===== config.mk =====
export PLATFORM = sky130hd
export DESIGN_NAME = exception_vector_reset_unit
export DESIGN_NICKNAME = d
export VERILOG_FILES = /design/src/shared/evr_pkg.sv /design/src/hdl/evr_pin_sync.sv /design/src/hdl/evr_vec_addr.sv /design/src/hdl/exception_vector_reset_unit.sv
export VERILOG_INCLUDE_DIRS = /design/src /design/src/shared
export SDC_FILE = /design/constraint.sdc
export NUM_CORES = 1
export LEC_CHECK = 0
export BUFFER_PORTS_ARGS = -buffer_cell sky130_fd_sc_hd__buf_2
export CAP_MARGIN = 15
export CORE_UTILIZATION = 54
export CTS_CLUSTER_DIAMETER = 100
export DETAILED_ROUTE_END_ITERATION = 10
export GPL_TIMING_DRIVEN = 0
export PLACE_DENSITY = 0.78
export SLEW_MARGIN = 10
export SYNTH_ARGS = -nofsm -noshare
export SYNTH_HDL_FRONTEND = slang
export SYNTH_SLANG_ARGS = --single-unit
export TNS_END_PERCENT = 100

===== constraint.sdc =====
create_clock -name clk_i -period 4.88 [get_ports clk_i]
set_input_delay 0 -clock clk_i [delete_from_list [all_inputs] [get_ports clk_i]]
set_output_delay 0 -clock clk_i [all_outputs]
set_load 0.02 [all_outputs]

===== src/shared/evr_regs.svh =====
// register offsets, vector numbers and timing counts of the exception vector and reset unit
`ifndef EVR_REGS_SVH
`define EVR_REGS_SVH

`define OFF_VECTOR_BASE 8'h00
`define OFF_STATUS_WORD 8'h04
`define OFF_UNIT_STATE  8'h08
`define OFF_INIT_PC     8'h0c
`define OFF_INIT_SP     8'h10

`define VEC_COLD_PC     8'h00
`define VEC_WARM_PC     8'h02
`define VEC_ILL_GEN     8'h04
`define VEC_RSVD_A      8'h05
`define VEC_ILL_SLOT    8'h06
`define VEC_RSVD_B      8'h07
`define VEC_RSVD_C      8'h08
`define VEC_CPU_AERR    8'h09
`define VEC_XFER_AERR   8'h0a
`define VEC_NMI         8'h0b
`define VEC_UBRK        8'h0c
`define VEC_SYS_LO      8'h0d
`define VEC_SYS_HI      8'h1f
`define VEC_TRAP_LO     8'h20
`define VEC_TRAP_HI     8'h3f
`define VEC_IRQ_BASE    8'h40
`define VEC_PERIPH_LO   8'h48
`define IRQ_LINE_MAX    8'h07

`define RESET_HOLD_CYC  5'h14
`define MASK_ALL_ONES   4'hf
`define VBASE_RESET     32'h0
`define PIN_IDLE        2'h3

`endif

===== src/shared/evr_pkg.sv =====
// types shared by the exception vector and reset unit
package evr_pkg;

	typedef enum logic [5:0] {
		ST_RUN   = 6'h01,
		ST_RESET = 6'h02,
		ST_FPC   = 6'h04,
		ST_FSP   = 6'h08,
		ST_SAVE  = 6'h10,
		ST_FVEC  = 6'h20
	} state_t;

	typedef enum logic [3:0] {
		EXC_ILL_GEN  = 4'h0,
		EXC_ILL_SLOT = 4'h1,
		EXC_CPU_AERR = 4'h2,
		EXC_XFR_AERR = 4'h3,
		EXC_NMI      = 4'h4,
		EXC_UBRK     = 4'h5,
		EXC_IRQ      = 4'h6,
		EXC_PERIPH   = 4'h7,
		EXC_TRAP     = 4'h8
	} exc_kind_t;

	typedef struct packed {
		state_t      st;
		logic [31:0] vbase;
		logic [3:0]  mask;
		logic [3:0]  pmask;
		logic [4:0]  cnt;
		logic        warm;
		logic [7:0]  vec;
		logic [31:0] pc;
		logic [31:0] sp;
		logic [31:0] fetch_addr;
		logic [31:0] wb_dat;
		logic        fetch_req;
		logic        save_req;
		logic        jump;
		logic        sp_load;
		logic        exc_ack;
		logic        exc_rej;
		logic        cpu_rst;
		logic        per_rst;
		logic        wb_ack;
	} ctl_t;

	typedef struct packed {
		logic [1:0] s1;
		logic [1:0] s2;
	} sync_t;

endpackage : evr_pkg


===== src/hdl/evr_pin_sync.sv =====
// two-flop synchroniser for the two reset pins
`timescale 1ns/1ps
`include "evr_regs.svh"

module evr_pin_sync (
	input  wire logic       clk_i,   // system clock
	input  wire logic       rst_i,   // sync reset, active high
	input  wire logic [1:0] pins_i,  // raw pins
	output logic      [1:0] pins_o   // synchronised pins
);

	evr_pkg::sync_t q, d;

	always_comb begin
		d = q;
		for (int i = 0; i < 2; i++) begin
			d.s1[i] = pins_i[i];
			d.s2[i] = q.s1[i];
		end
	end

	// pins idle high, so reset must not fake an asserted reset
	always_ff @(posedge clk_i) begin
		if (rst_i) begin
			q.s1 <= `PIN_IDLE;
			q.s2 <= `PIN_IDLE;
		end else begin
			q <= d;
		end
	end

	assign pins_o = q.s2;

endmodule : evr_pin_sync


===== src/hdl/evr_vec_addr.sv =====
// vector table address from vector number and base
`timescale 1ns/1ps

module evr_vec_addr (
	input  wire logic        reset_i,  // reset vector: no base
	input  wire logic [31:0] base_i,   // vector base
	input  wire logic [7:0]  num_i,    // vector number
	output logic      [31:0] addr_o    // table address
);

	logic [31:0] offs;

	assign offs   = {22'h0, num_i, 2'h0};
	assign addr_o = reset_i ? offs : base_i + offs;

endmodule : evr_vec_addr


===== src/hdl/exception_vector_reset_unit.sv =====
// exception vector addressing and cold/warm reset sequencing
// Overview of operation
// - reset vector fetch address is vector number times four, no base
// - other exceptions fetch at vector base plus vector number times four
// - illegal instruction 4, slot illegal 6, processor address error 9
// - transfer address error 10, non-maskable interrupt 11, user break 12
// - trap vectors occupy numbers 32 to 63
// - interrupt lines 0 to 7 map to vectors 64 to 71
// - peripheral interrupts use vectors 72 to 255, numbers given by controller
// - resets outrank every other exception source
// - cold pin low resets processor state and all peripheral registers
// - warm pin low with cold high resets processor only
// - cold reset processing starts only on release after the full hold
// - reset entry first fetches initial program counter from vector 0
// - then fetches initial stack pointer from vector 1
// - reset entry clears vector base and sets mask bits to all ones
// - load fetched counter and stack pointer, then run from the counter
// - warm release starts the same sequence using vectors 2 and 3
// - warm reset waits for a running bus cycle to end
// - bus controller is untouched by warm reset
// - non-reset exceptions save status and counter before the vector fetch
`timescale 1ns/1ps
`include "evr_regs.svh"

module exception_vector_reset_unit (
	input  wire logic                clk_i,              // system clock
	input  wire logic                rst_i,              // sync reset, active high
	input  wire logic                wb_cyc_i,           // wishbone cycle
	input  wire logic                wb_stb_i,           // wishbone strobe
	input  wire logic                wb_we_i,            // wishbone write
	input  wire logic [7:0]          wb_adr_i,           // wishbone byte address
	input  wire logic [3:0]          wb_sel_i,           // wishbone byte lanes
	input  wire logic [31:0]         wb_dat_i,           // wishbone write data
	output logic      [31:0]         wb_dat_o,           // wishbone read data
	output logic                     wb_ack_o,           // wishbone ack
	input  wire logic                cold_reset_n_pin_i, // cold reset pin
	input  wire logic                warm_reset_n_pin_i, // warm reset pin
	input  wire logic                bus_busy_i,         // external bus cycle running
	input  wire logic                exc_valid_i,        // exception request
	input  evr_pkg::exc_kind_t       exc_kind_i,         // exception kind
	input  wire logic [7:0]          exc_num_i,          // line, trap or peripheral number
	input  wire logic [3:0]          exc_level_i,        // accepted interrupt level
	output logic                     exc_ack_o,          // request taken
	output logic                     exc_rej_o,          // request refused
	output logic                     save_req_o,         // push status and counter
	input  wire logic                save_ack_i,         // push done
	output logic                     fetch_req_o,        // vector read request
	output logic      [31:0]         fetch_addr_o,       // vector read address
	input  wire logic                fetch_ack_i,        // vector read done
	input  wire logic [31:0]         fetch_data_i,       // vector read data
	output logic      [31:0]         pc_o,               // fetched counter
	output logic      [31:0]         sp_o,               // fetched stack pointer
	output logic                     jump_o,             // start at pc_o
	output logic                     sp_load_o,          // load sp_o
	output logic      [3:0]          mask_o,             // interrupt mask level
	output logic      [31:0]         vector_base_o,      // vector base
	output logic                     cpu_rst_o,          // processor held in reset
	output logic                     per_rst_o           // peripherals held in reset
);

	////////////////////////////////////////////////////////////////////////////////
	// decoding helpers

	function automatic logic vec_reserved(input logic [7:0] v);
		vec_reserved = (v == `VEC_RSVD_A) || (v == `VEC_RSVD_B) || (v == `VEC_RSVD_C) ||
			(v >= `VEC_SYS_LO && v <= `VEC_SYS_HI);
	endfunction : vec_reserved

	function automatic logic [7:0] vec_of(input evr_pkg::exc_kind_t k, input logic [7:0] n);
		unique case (k)
			evr_pkg::EXC_ILL_GEN:  vec_of = `VEC_ILL_GEN;
			evr_pkg::EXC_ILL_SLOT: vec_of = `VEC_ILL_SLOT;
			evr_pkg::EXC_CPU_AERR: vec_of = `VEC_CPU_AERR;
			evr_pkg::EXC_XFR_AERR: vec_of = `VEC_XFER_AERR;
			evr_pkg::EXC_NMI:      vec_of = `VEC_NMI;
			evr_pkg::EXC_UBRK:     vec_of = `VEC_UBRK;
			evr_pkg::EXC_IRQ:      vec_of = `VEC_IRQ_BASE + {5'h0, n[2:0]};
			evr_pkg::EXC_PERIPH:   vec_of = n;
			evr_pkg::EXC_TRAP:     vec_of = n;
			default:               vec_of = `VEC_RSVD_A;
		endcase
	endfunction : vec_of

	// out-of-range numbers are refused rather than folded into a legal vector
	function automatic logic exc_legal(input evr_pkg::exc_kind_t k, input logic [7:0] n);
		logic ok;
		ok = 1'b1;
		if (k == evr_pkg::EXC_IRQ && n > `IRQ_LINE_MAX)
			ok = 1'b0;
		if (k == evr_pkg::EXC_TRAP && (n < `VEC_TRAP_LO || n > `VEC_TRAP_HI))
			ok = 1'b0;
		if (k == evr_pkg::EXC_PERIPH && n < `VEC_PERIPH_LO)
			ok = 1'b0;
		exc_legal = ok && !vec_reserved(vec_of(k, n));
	endfunction : exc_legal

	function automatic logic is_intr(input evr_pkg::exc_kind_t k);
		is_intr = (k == evr_pkg::EXC_NMI) || (k == evr_pkg::EXC_UBRK) ||
			(k == evr_pkg::EXC_IRQ) || (k == evr_pkg::EXC_PERIPH);
	endfunction : is_intr

	////////////////////////////////////////////////////////////////////////////////
	// pins and address calculation

	evr_pkg::ctl_t q, d;
	logic [1:0]    pins_s;
	logic          cold_s;
	logic          warm_s;
	logic          calc_rst;
	logic [7:0]    calc_vec;
	logic [31:0]   calc_addr;
	logic          wb_req;
	logic          busy;

	evr_pin_sync u_sync (
		.clk_i  (clk_i),
		.rst_i  (rst_i),
		.pins_i ({warm_reset_n_pin_i, cold_reset_n_pin_i}),
		.pins_o (pins_s)
	);

	assign cold_s = pins_s[0];
	assign warm_s = pins_s[1];
	// address source follows the state so the adder never sees its own result
	always_comb begin
		calc_rst = 1'b1;
		calc_vec = q.warm ? `VEC_WARM_PC : `VEC_COLD_PC;
		unique case (q.st)
			evr_pkg::ST_RESET: calc_rst = 1'b1;
			evr_pkg::ST_FPC:   calc_vec = q.vec + 8'h1;
			evr_pkg::ST_FSP:   calc_vec = q.vec;
			evr_pkg::ST_RUN, evr_pkg::ST_SAVE, evr_pkg::ST_FVEC: begin
				calc_rst = 1'b0;
				calc_vec = q.vec;
			end
		endcase
	end

	evr_vec_addr u_addr (
		.reset_i (calc_rst),
		.base_i  (q.vbase),
		.num_i   (calc_vec),
		.addr_o  (calc_addr)
	);
	assign wb_req = wb_cyc_i && wb_stb_i && !q.wb_ack;
	// our own vector reads and pushes count as bus cycles too
	assign busy   = bus_busy_i || q.fetch_req || q.save_req;
	////////////////////////////////////////////////////////////////////////////////
	// next state

	always_comb begin
		d         = q;
		d.jump    = 1'b0;
		d.sp_load = 1'b0;
		d.exc_ack = 1'b0;
		d.exc_rej = 1'b0;
		d.wb_ack  = 1'b0;
		if (wb_req) begin
			d.wb_ack = 1'b1;
			d.wb_dat = 32'h0;
			if (wb_we_i) begin
				if (wb_adr_i == `OFF_VECTOR_BASE) begin
					for (int i = 0; i < 4; i++) begin
						if (wb_sel_i[i])
							d.vbase[8*i +: 8] = wb_dat_i[8*i +: 8];
					end
					d.vbase[1:0] = 2'h0;
				end
				if (wb_adr_i == `OFF_STATUS_WORD && wb_sel_i[0])
					d.mask = wb_dat_i[3:0];
			end else begin
				unique case (wb_adr_i)
					`OFF_VECTOR_BASE: d.wb_dat = q.vbase;
					`OFF_STATUS_WORD: d.wb_dat = {28'h0, q.mask};
					`OFF_UNIT_STATE:  d.wb_dat = {17'h0, q.warm, q.st, q.vec};
					`OFF_INIT_PC:     d.wb_dat = q.pc;
					`OFF_INIT_SP:     d.wb_dat = q.sp;
					default:          d.wb_dat = 32'h0;
				endcase
			end
		end
		// hold counter runs while either pin is low
		if (!cold_s || !warm_s) begin
			if (q.cnt != `RESET_HOLD_CYC)
				d.cnt = q.cnt + 5'h1;
		end else begin
			d.cnt = 5'h0;
		end
		if (!cold_s) begin
			// cold pin wins over everything else
			d.st        = evr_pkg::ST_RESET;
			d.cpu_rst   = 1'b1;
			d.per_rst   = 1'b1;
			d.warm      = 1'b0;
			d.fetch_req = 1'b0;
			d.save_req  = 1'b0;
		end else if (!warm_s && q.st != evr_pkg::ST_RESET && !busy) begin
			// peripherals and the bus controller keep running
			d.st        = evr_pkg::ST_RESET;
			d.cpu_rst   = 1'b1;
			d.warm      = 1'b1;
		end else begin
			// a running fetch or push still completes while warm reset waits
			unique case (q.st)
				evr_pkg::ST_RESET: begin
					if (cold_s && warm_s) begin
						// a short pulse leaves the processor parked in reset
						if (q.cnt == `RESET_HOLD_CYC) begin
							d.st         = evr_pkg::ST_FPC;
							d.per_rst    = 1'b0;
							d.vec        = calc_vec;
							d.fetch_addr = calc_addr;
							d.fetch_req  = 1'b1;
						end
					end
				end
				evr_pkg::ST_FPC: begin
					if (fetch_ack_i) begin
						d.pc         = fetch_data_i;
						d.vec        = calc_vec;
						d.fetch_addr = calc_addr;
						d.st         = evr_pkg::ST_FSP;
					end
				end
				evr_pkg::ST_FSP: begin
					if (fetch_ack_i) begin
						d.sp        = fetch_data_i;
						d.fetch_req = 1'b0;
						d.vbase     = `VBASE_RESET;
						d.mask      = `MASK_ALL_ONES;
						d.cpu_rst   = 1'b0;
						d.jump      = 1'b1;
						d.sp_load   = 1'b1;
						d.st        = evr_pkg::ST_RUN;
					end
				end
				evr_pkg::ST_RUN: begin
					if (exc_valid_i && warm_s && !q.exc_rej) begin
						if (exc_legal(exc_kind_i, exc_num_i)) begin
							d.exc_ack  = 1'b1;
							d.vec      = vec_of(exc_kind_i, exc_num_i);
							d.save_req = 1'b1;
							d.st       = evr_pkg::ST_SAVE;
							d.pmask    = q.mask;
							if (is_intr(exc_kind_i))
								d.pmask = (exc_kind_i == evr_pkg::EXC_NMI) ? `MASK_ALL_ONES : exc_level_i;
						end else begin
							d.exc_rej = 1'b1;
						end
					end
				end
				evr_pkg::ST_SAVE: begin
					// mask changes only after the old status word is on the stack
					if (save_ack_i) begin
						d.save_req   = 1'b0;
						d.mask       = q.pmask;
						d.fetch_addr = calc_addr;
						d.fetch_req  = 1'b1;
						d.st         = evr_pkg::ST_FVEC;
					end
				end
				evr_pkg::ST_FVEC: begin
					if (fetch_ack_i) begin
						d.pc        = fetch_data_i;
						d.fetch_req = 1'b0;
						d.jump      = 1'b1;
						d.st        = evr_pkg::ST_RUN;
					end
				end
			endcase
		end
	end

	// power-up waits in reset for a full-hold pulse on either pin, cold or warm
	always_ff @(posedge clk_i) begin
		if (rst_i) begin
			q         <= '0;
			q.st      <= evr_pkg::ST_RESET;
			q.cpu_rst <= 1'b1;
			q.per_rst <= 1'b1;
		end else begin
			q <= d;
		end
	end

	assign wb_dat_o      = q.wb_dat;
	assign wb_ack_o      = q.wb_ack;
	assign exc_ack_o     = q.exc_ack;
	assign exc_rej_o     = q.exc_rej;
	assign save_req_o    = q.save_req;
	assign fetch_req_o   = q.fetch_req;
	assign fetch_addr_o  = q.fetch_addr;
	assign pc_o          = q.pc;
	assign sp_o          = q.sp;
	assign jump_o        = q.jump;
	assign sp_load_o     = q.sp_load;
	assign mask_o        = q.mask;
	assign vector_base_o = q.vbase;
	assign cpu_rst_o     = q.cpu_rst;
	assign per_rst_o     = q.per_rst;
endmodule : exception_vector_reset_unit


== Yosys cells after proc, flatten, opt, wreduce, memory -nomap -nowiden ==
Index checks and enable logic that the tools add are counted.
Widths: inputs -> output; s select.
Operators by class
  add/subtract/negate cells: 4
  magnitude comparators: 6
  equal/unequal tests: 33
  multiplexer cells: 71
  bitwise gates (word level): 6
  reductions and logical operators: 55
Operator list (number)
  $mux 32: 9
  $pmux 32 s5: 1
  $mux 40: 3
  $mux 8: 12
  $pmux 32 s3: 1
  $mux 36: 2
  $pmux 32 s2: 1
  $pmux 8 s8: 1
  $mux 42: 1
  $mux 6: 7
  $pmux 6 s6: 1
  $add 32x10->32: 1
  $mux 4: 7
  $eq 8x3->1 const B: 3
  $eq 8x4->1 const B: 3
  $pmux 8 s3: 1
  $eq 4x3->1 const B: 4
  $mux 1: 16
  $ne 2x2->1 const B: 8
  $pmux 8 s2: 1
  $reduce_and 8->1: 2
  $reduce_and 5->1: 3
  $logic_and 1x1->1: 13
  $logic_or 1x1->1: 10
  other kinds (41): 64
Storage, ports and cells
  bits in registers: 201
  output and inout port bits: 173

== Longest topological paths before layout ==
  depth in word-level cells: 18
  gate-level depth with buffers: 17

== Cells and area by module ==
From an unflattened synthesis, not the netlist that was laid out.
Second synthesis, totals
  cells, all modules: 1278
  area, all modules: 11059.4 um2
Modules (own cells, without submodules)
  exception_vector_reset_unit: times used 1, cells each 1121, area each 9934.5 um2, seq. area each 3943.8 um2
  evr_vec_addr: times used 1, cells each 149, area each 1019.7 um2, seq. area each 0.0 um2
  evr_pin_sync: times used 1, cells each 8, area each 105.1 um2, seq. area each 80.1 um2

== Worst setup path before layout ==
OpenSTA, ideal clock, no wires.
  path type: register to register
  start point: register q[192] (netlist name)
  end point: register q, in the netlist fetch_addr_o[13]
  library setup time: 0.122 ns
  arrival: 3.334 ns
  required time: 4.758 ns
  slack: 1.423 ns
  cell stages (with the launch flop): 15
  path buffers: 2
  clock period less this slack: 3.457 ns
  cell sequence: dfxtp_1 -> or4_4 -> or2_1 -> clkbuf_1 -> o31a_1 -> a221o_1 -> ha_1 -> a211oi_1 -> o21ai_0 -> a31o_2 -> a21oi_1 -> clkbuf_1 -> nand3b_1 -> xor2_1 -> o21ai_0
Between the ends
  word-level cells in the longest chain between the ends: 8
  elaborated cells between the ends (all ways): 26
Ends and longest elaborated chain
  start: declaration: RTL line exception_vector_reset_unit.sv:105  | evr_pkg::ctl_t q, d;
  $eq 6x4->1 (tied with other cells): RTL line exception_vector_reset_unit.sv:128  | unique case (q.st)
  $reduce_or 4->1 (no line)
  $pmux 8 s2: RTL line exception_vector_reset_unit.sv:128
  $add 32x10->32: RTL line evr_vec_addr.sv:14  | assign addr_o = reset_i ? offs : base_i + offs;
  $mux 32: RTL line evr_vec_addr.sv:14
  $mux 32: RTL line exception_vector_reset_unit.sv:208  | if (q.cnt == `RESET_HOLD_CYC) begin
  $mux 32: RTL line exception_vector_reset_unit.sv:206  | if (cold_s && warm_s) begin
  $pmux 32 s3: RTL line exception_vector_reset_unit.sv:204  | unique case (q.st)
Several ways; a longest one is shown, not always the timed one. The select of a mux whose other input is x is not followed.
A chain may end at the register's enable or synchronous reset.

== Worst setup path after layout ==
  start point: register q[196] (netlist name)
  end point: register q, in the netlist fetch_addr_o[28]
The elaborated chain is that of the path after synthesis.

==> run_results.csv <==
group,metric,value,unit
synthesis,ys_seq_area_frac,0.376,
clock_network,post_cts_buffers,0,
flow_run,cap_violations,0,
sta,max_freq,234,MHz
sta,fin_tns_setup,0,ns
global_routing,first_global_vias,10100,
place,place.gp.congestion,0.936,
pwr,power.leakage,6.19,nW
die,num_rows,51,
die,die_h,143,µm
clock_network,cts.sinks,201,
clock_network,htree_levels,1,
synthesis,synth_cell_types,79,
clock_network,insertion_delay,0.52,ns
place,place_ws,0.741,ns
synthesis,syn_area_per_cell,8.32,µm²
sta,period_share,0.876,
clock_network,cts_made_buffers,22,
sta,hold_violations,0,
worst_hold_path,hp-class,"input port to flop",
clock_network,cts_buffer_depth,3,
routing,ant_nets,0,
pwr,peakVddDrop,0.228,mV
sta,skew,0.0204,ns
global_routing,grt.total_usage,0.341,
die,core_area,0.0195,mm²
routing,drc_errors,0,
synthesis,yosysWarnings,0,
synthesis,synth_edf_count,0,
routing,postRouteWirelength,36100,µm
setup_path,start_kind,"flop",
setup_path,cp_max_fo,10,
setup_path,path_class,"flop to flop",
synthesis,ys_ff_latch,201,
cells_and_area,syn2layout_area_growth,32.4,%
synthesis,synth_cells,1285,
run_status,status,"finished, final reports clean",
sta,rsz0062_at_grt,"false",
global_routing,grt_max_degree,14,
cells_and_area,nets,1801,
clock_network,clk_pin_slew_worst_paths,0.06,ns
synthesis,synth_top_flop_cell,"dfxtp_1",
sta,worst_slack,0.607,ns
setup_path,crit_path_end_kind,"flop",
die,start_util,0.550,
routing,dr_total_vias,11000,
synthesis,synth_top_area_frac,0.376,
global_routing,grt-ovfl-total,0,
sta,tightest_slew,1.16,ns
global_routing,antenna_found_initial,1,
sta,period_minus_slack,4.27,ns
routing,drtIter0Drc,815,
synthesis,syn-cell-area,0.0107,mm²
synthesis,synthesis.nets,1400,
setup_path,crit_required,5.29,ns
sta,slew-limit-headroom,0.223,
global_routing,grt_pass1_wl,53700,µm
sta,final_max_slew_viol_count,0,
routing,firstDrtPassIters,7,
synthesis,yosys-top-cells-area,"dfxtp_1 38%, buf_4 12%, nand2_1 6.2%",
pwr,power.density,294,mW/mm²
synthesis,synth_common_cells,"201 x dfxtp_1, 177 x nand2_1, 166 x buf_4",
clock_network,cts-root-buf,"clkbuf_16",
cells_and_area,drive_gt1_frac,0.305,
clock_network,cts_tree,"done",
routing,wl_per_cell,18.4,µm
synthesis,yosysMostFrequentCell,"dfxtp_1",
synthesis,synth_top_area_cell,"dfxtp_1",
setup_path,cp.arrival,4.68,ns
die,die_area,0.0204,mm²
place,io_buffers,268,
sta,setup_viol,0,
routing,vias_per_cell,5.60,
synthesis,synthArstFlopShare,0,
place,post-dp-hpwl,26400,µm
die,pin_count,276,
die,die_x,143,µm
-- path summary, 6_finish.rpt --
check,startpoint,endpoint,slack (ns),cells past startpoint
worst min register to register,u_sync.d[1],u_sync.pins_o[1],0.42,1
worst max register to register,q[196],fetch_addr_o[28],0.61,16
worst min-delay path,save_ack_i,q[193],0.05,4
worst max-delay path,q[196],fetch_addr_o[28],0.61,16
-- area by class of cell --
cell class | count | area, µm²
fill | 1558 | 5300
multi-input combinational | 826 | 5050
sequential | 201 | 4020
timing repair buffer | 377 | 2430
buffer | 240 | 1560
clock buffer | 30 | 621
tap | 265 | 332
clock inverter | 8 | 81.3
inverter | 18 | 67.6
antenna | 1 | 2.50
-- layout by cell type (no fill, tap or decap), drive strengths merged, types with 5 or more instances in the layout --
cell type    synthesis  layout
a211oi              12      12
a21oi               94      94
a221o                5       5
a22o                33      33
a22oi               40      40
and2                 5       5
and3                 6       6
buf                191     459
clkbuf              49      79
clkinv               0       5
dfxtp              201     201
dlygate4sd3          0     109
ha                  11      11
inv                 18      18
mux2i               54      54
nand2              177     177
nand2b               5       5
nand3               51      51
nor2                99      99
nor3                24      24
nor3b                7       7
nor4                15      15
nor4b                5       5
o21ai               42      42
o22ai               15      15
o2bb2ai             17      17
or2                  7       7
xnor2               22      22
xor2                10      10
-- layer usage --
layer / part of all wire / track usage / up-vias
met2: 0.49 / 0.600 / 516
met5: 0 / 0 / -
met3: 0.072 / 0.0480 / 109
met1: 0.40 / 0.411 / 5229
li1: - / - / 5154
met4: 0.041 / 0.158 / 0
-- cells by family (layout without fill, tap and decap cells) --
family          after synthesis  in the layout  share of synthesized area
compound gates              297            297                      0.189
xor+xnor                     32             32                     0.0262
fa+ha+maj                    12             12                     0.0147
buf+inv                     258            673                      0.152
flops                       201            201                      0.376
mux                          57             57                     0.0537
other cells                   0              1                          0
simple gates                428            428                      0.188
-- power by group --
group          internal, mW  leakage, nW  total [mW]  switching, mW
clock network         0.944        0.342        1.63          0.688
logic                 0.321         4.23       0.829          0.508
registers              1.67         1.62        1.70         0.0289
-- per-stage QoR --
stage | total power [mW] | util | std cells | instance area (µm²) | hold slack (ns)
finish | 4.16 | 0.728 | 1966 | 14200 | 0.0483
global route | 4.30 | 0.728 | 1966 | 14200 | 0.0661
CTS | 4.14 | 0.728 | 1965 | 14200 | 0.0456
detailed placement | 2.49 | 0.635 | 1818 | 12400 | 0.187
global placement | 2.48 | 0.635 | 1818 | 12400 | 0.185
floorplan | 2.28 | - | 1285 | 10700 | 0.104
-- critical path: stages, from the launching register on --
cell and delay [ns]:
dfxtp_1 0.41, buf_2 0.28, xor2_1 0.34, a211oi_1 0.18
nor3_2 0.39, a21oi_1 0.17, inv_1 0.11, ha_1 0.20
inv_1 0.06, fa_1 0.38, nor2b_1 0.19, o2111ai_1 0.17
nand3_1 0.18, nand3_1 0.32, nor4_1 0.53, xnor2_1 0.19
o21ai_1 0.08
-- registers in the layout, indices dropped and copies added (netlist names), 4 cells and up --
name	flops
vector_base_o	32
mask_o	4
pc_o	32
fetch_addr_o	32
q	24
wb_dat_o	32
sp_o	32
-- what timing repair did --
action                     CTS  global route
gates resized for setup      0             0
hold buffers               109             0
hold endpoints to repair   121             0
setup endpoints to repair    0             0
No activity file was read; power rests on OpenSTA's default activity.
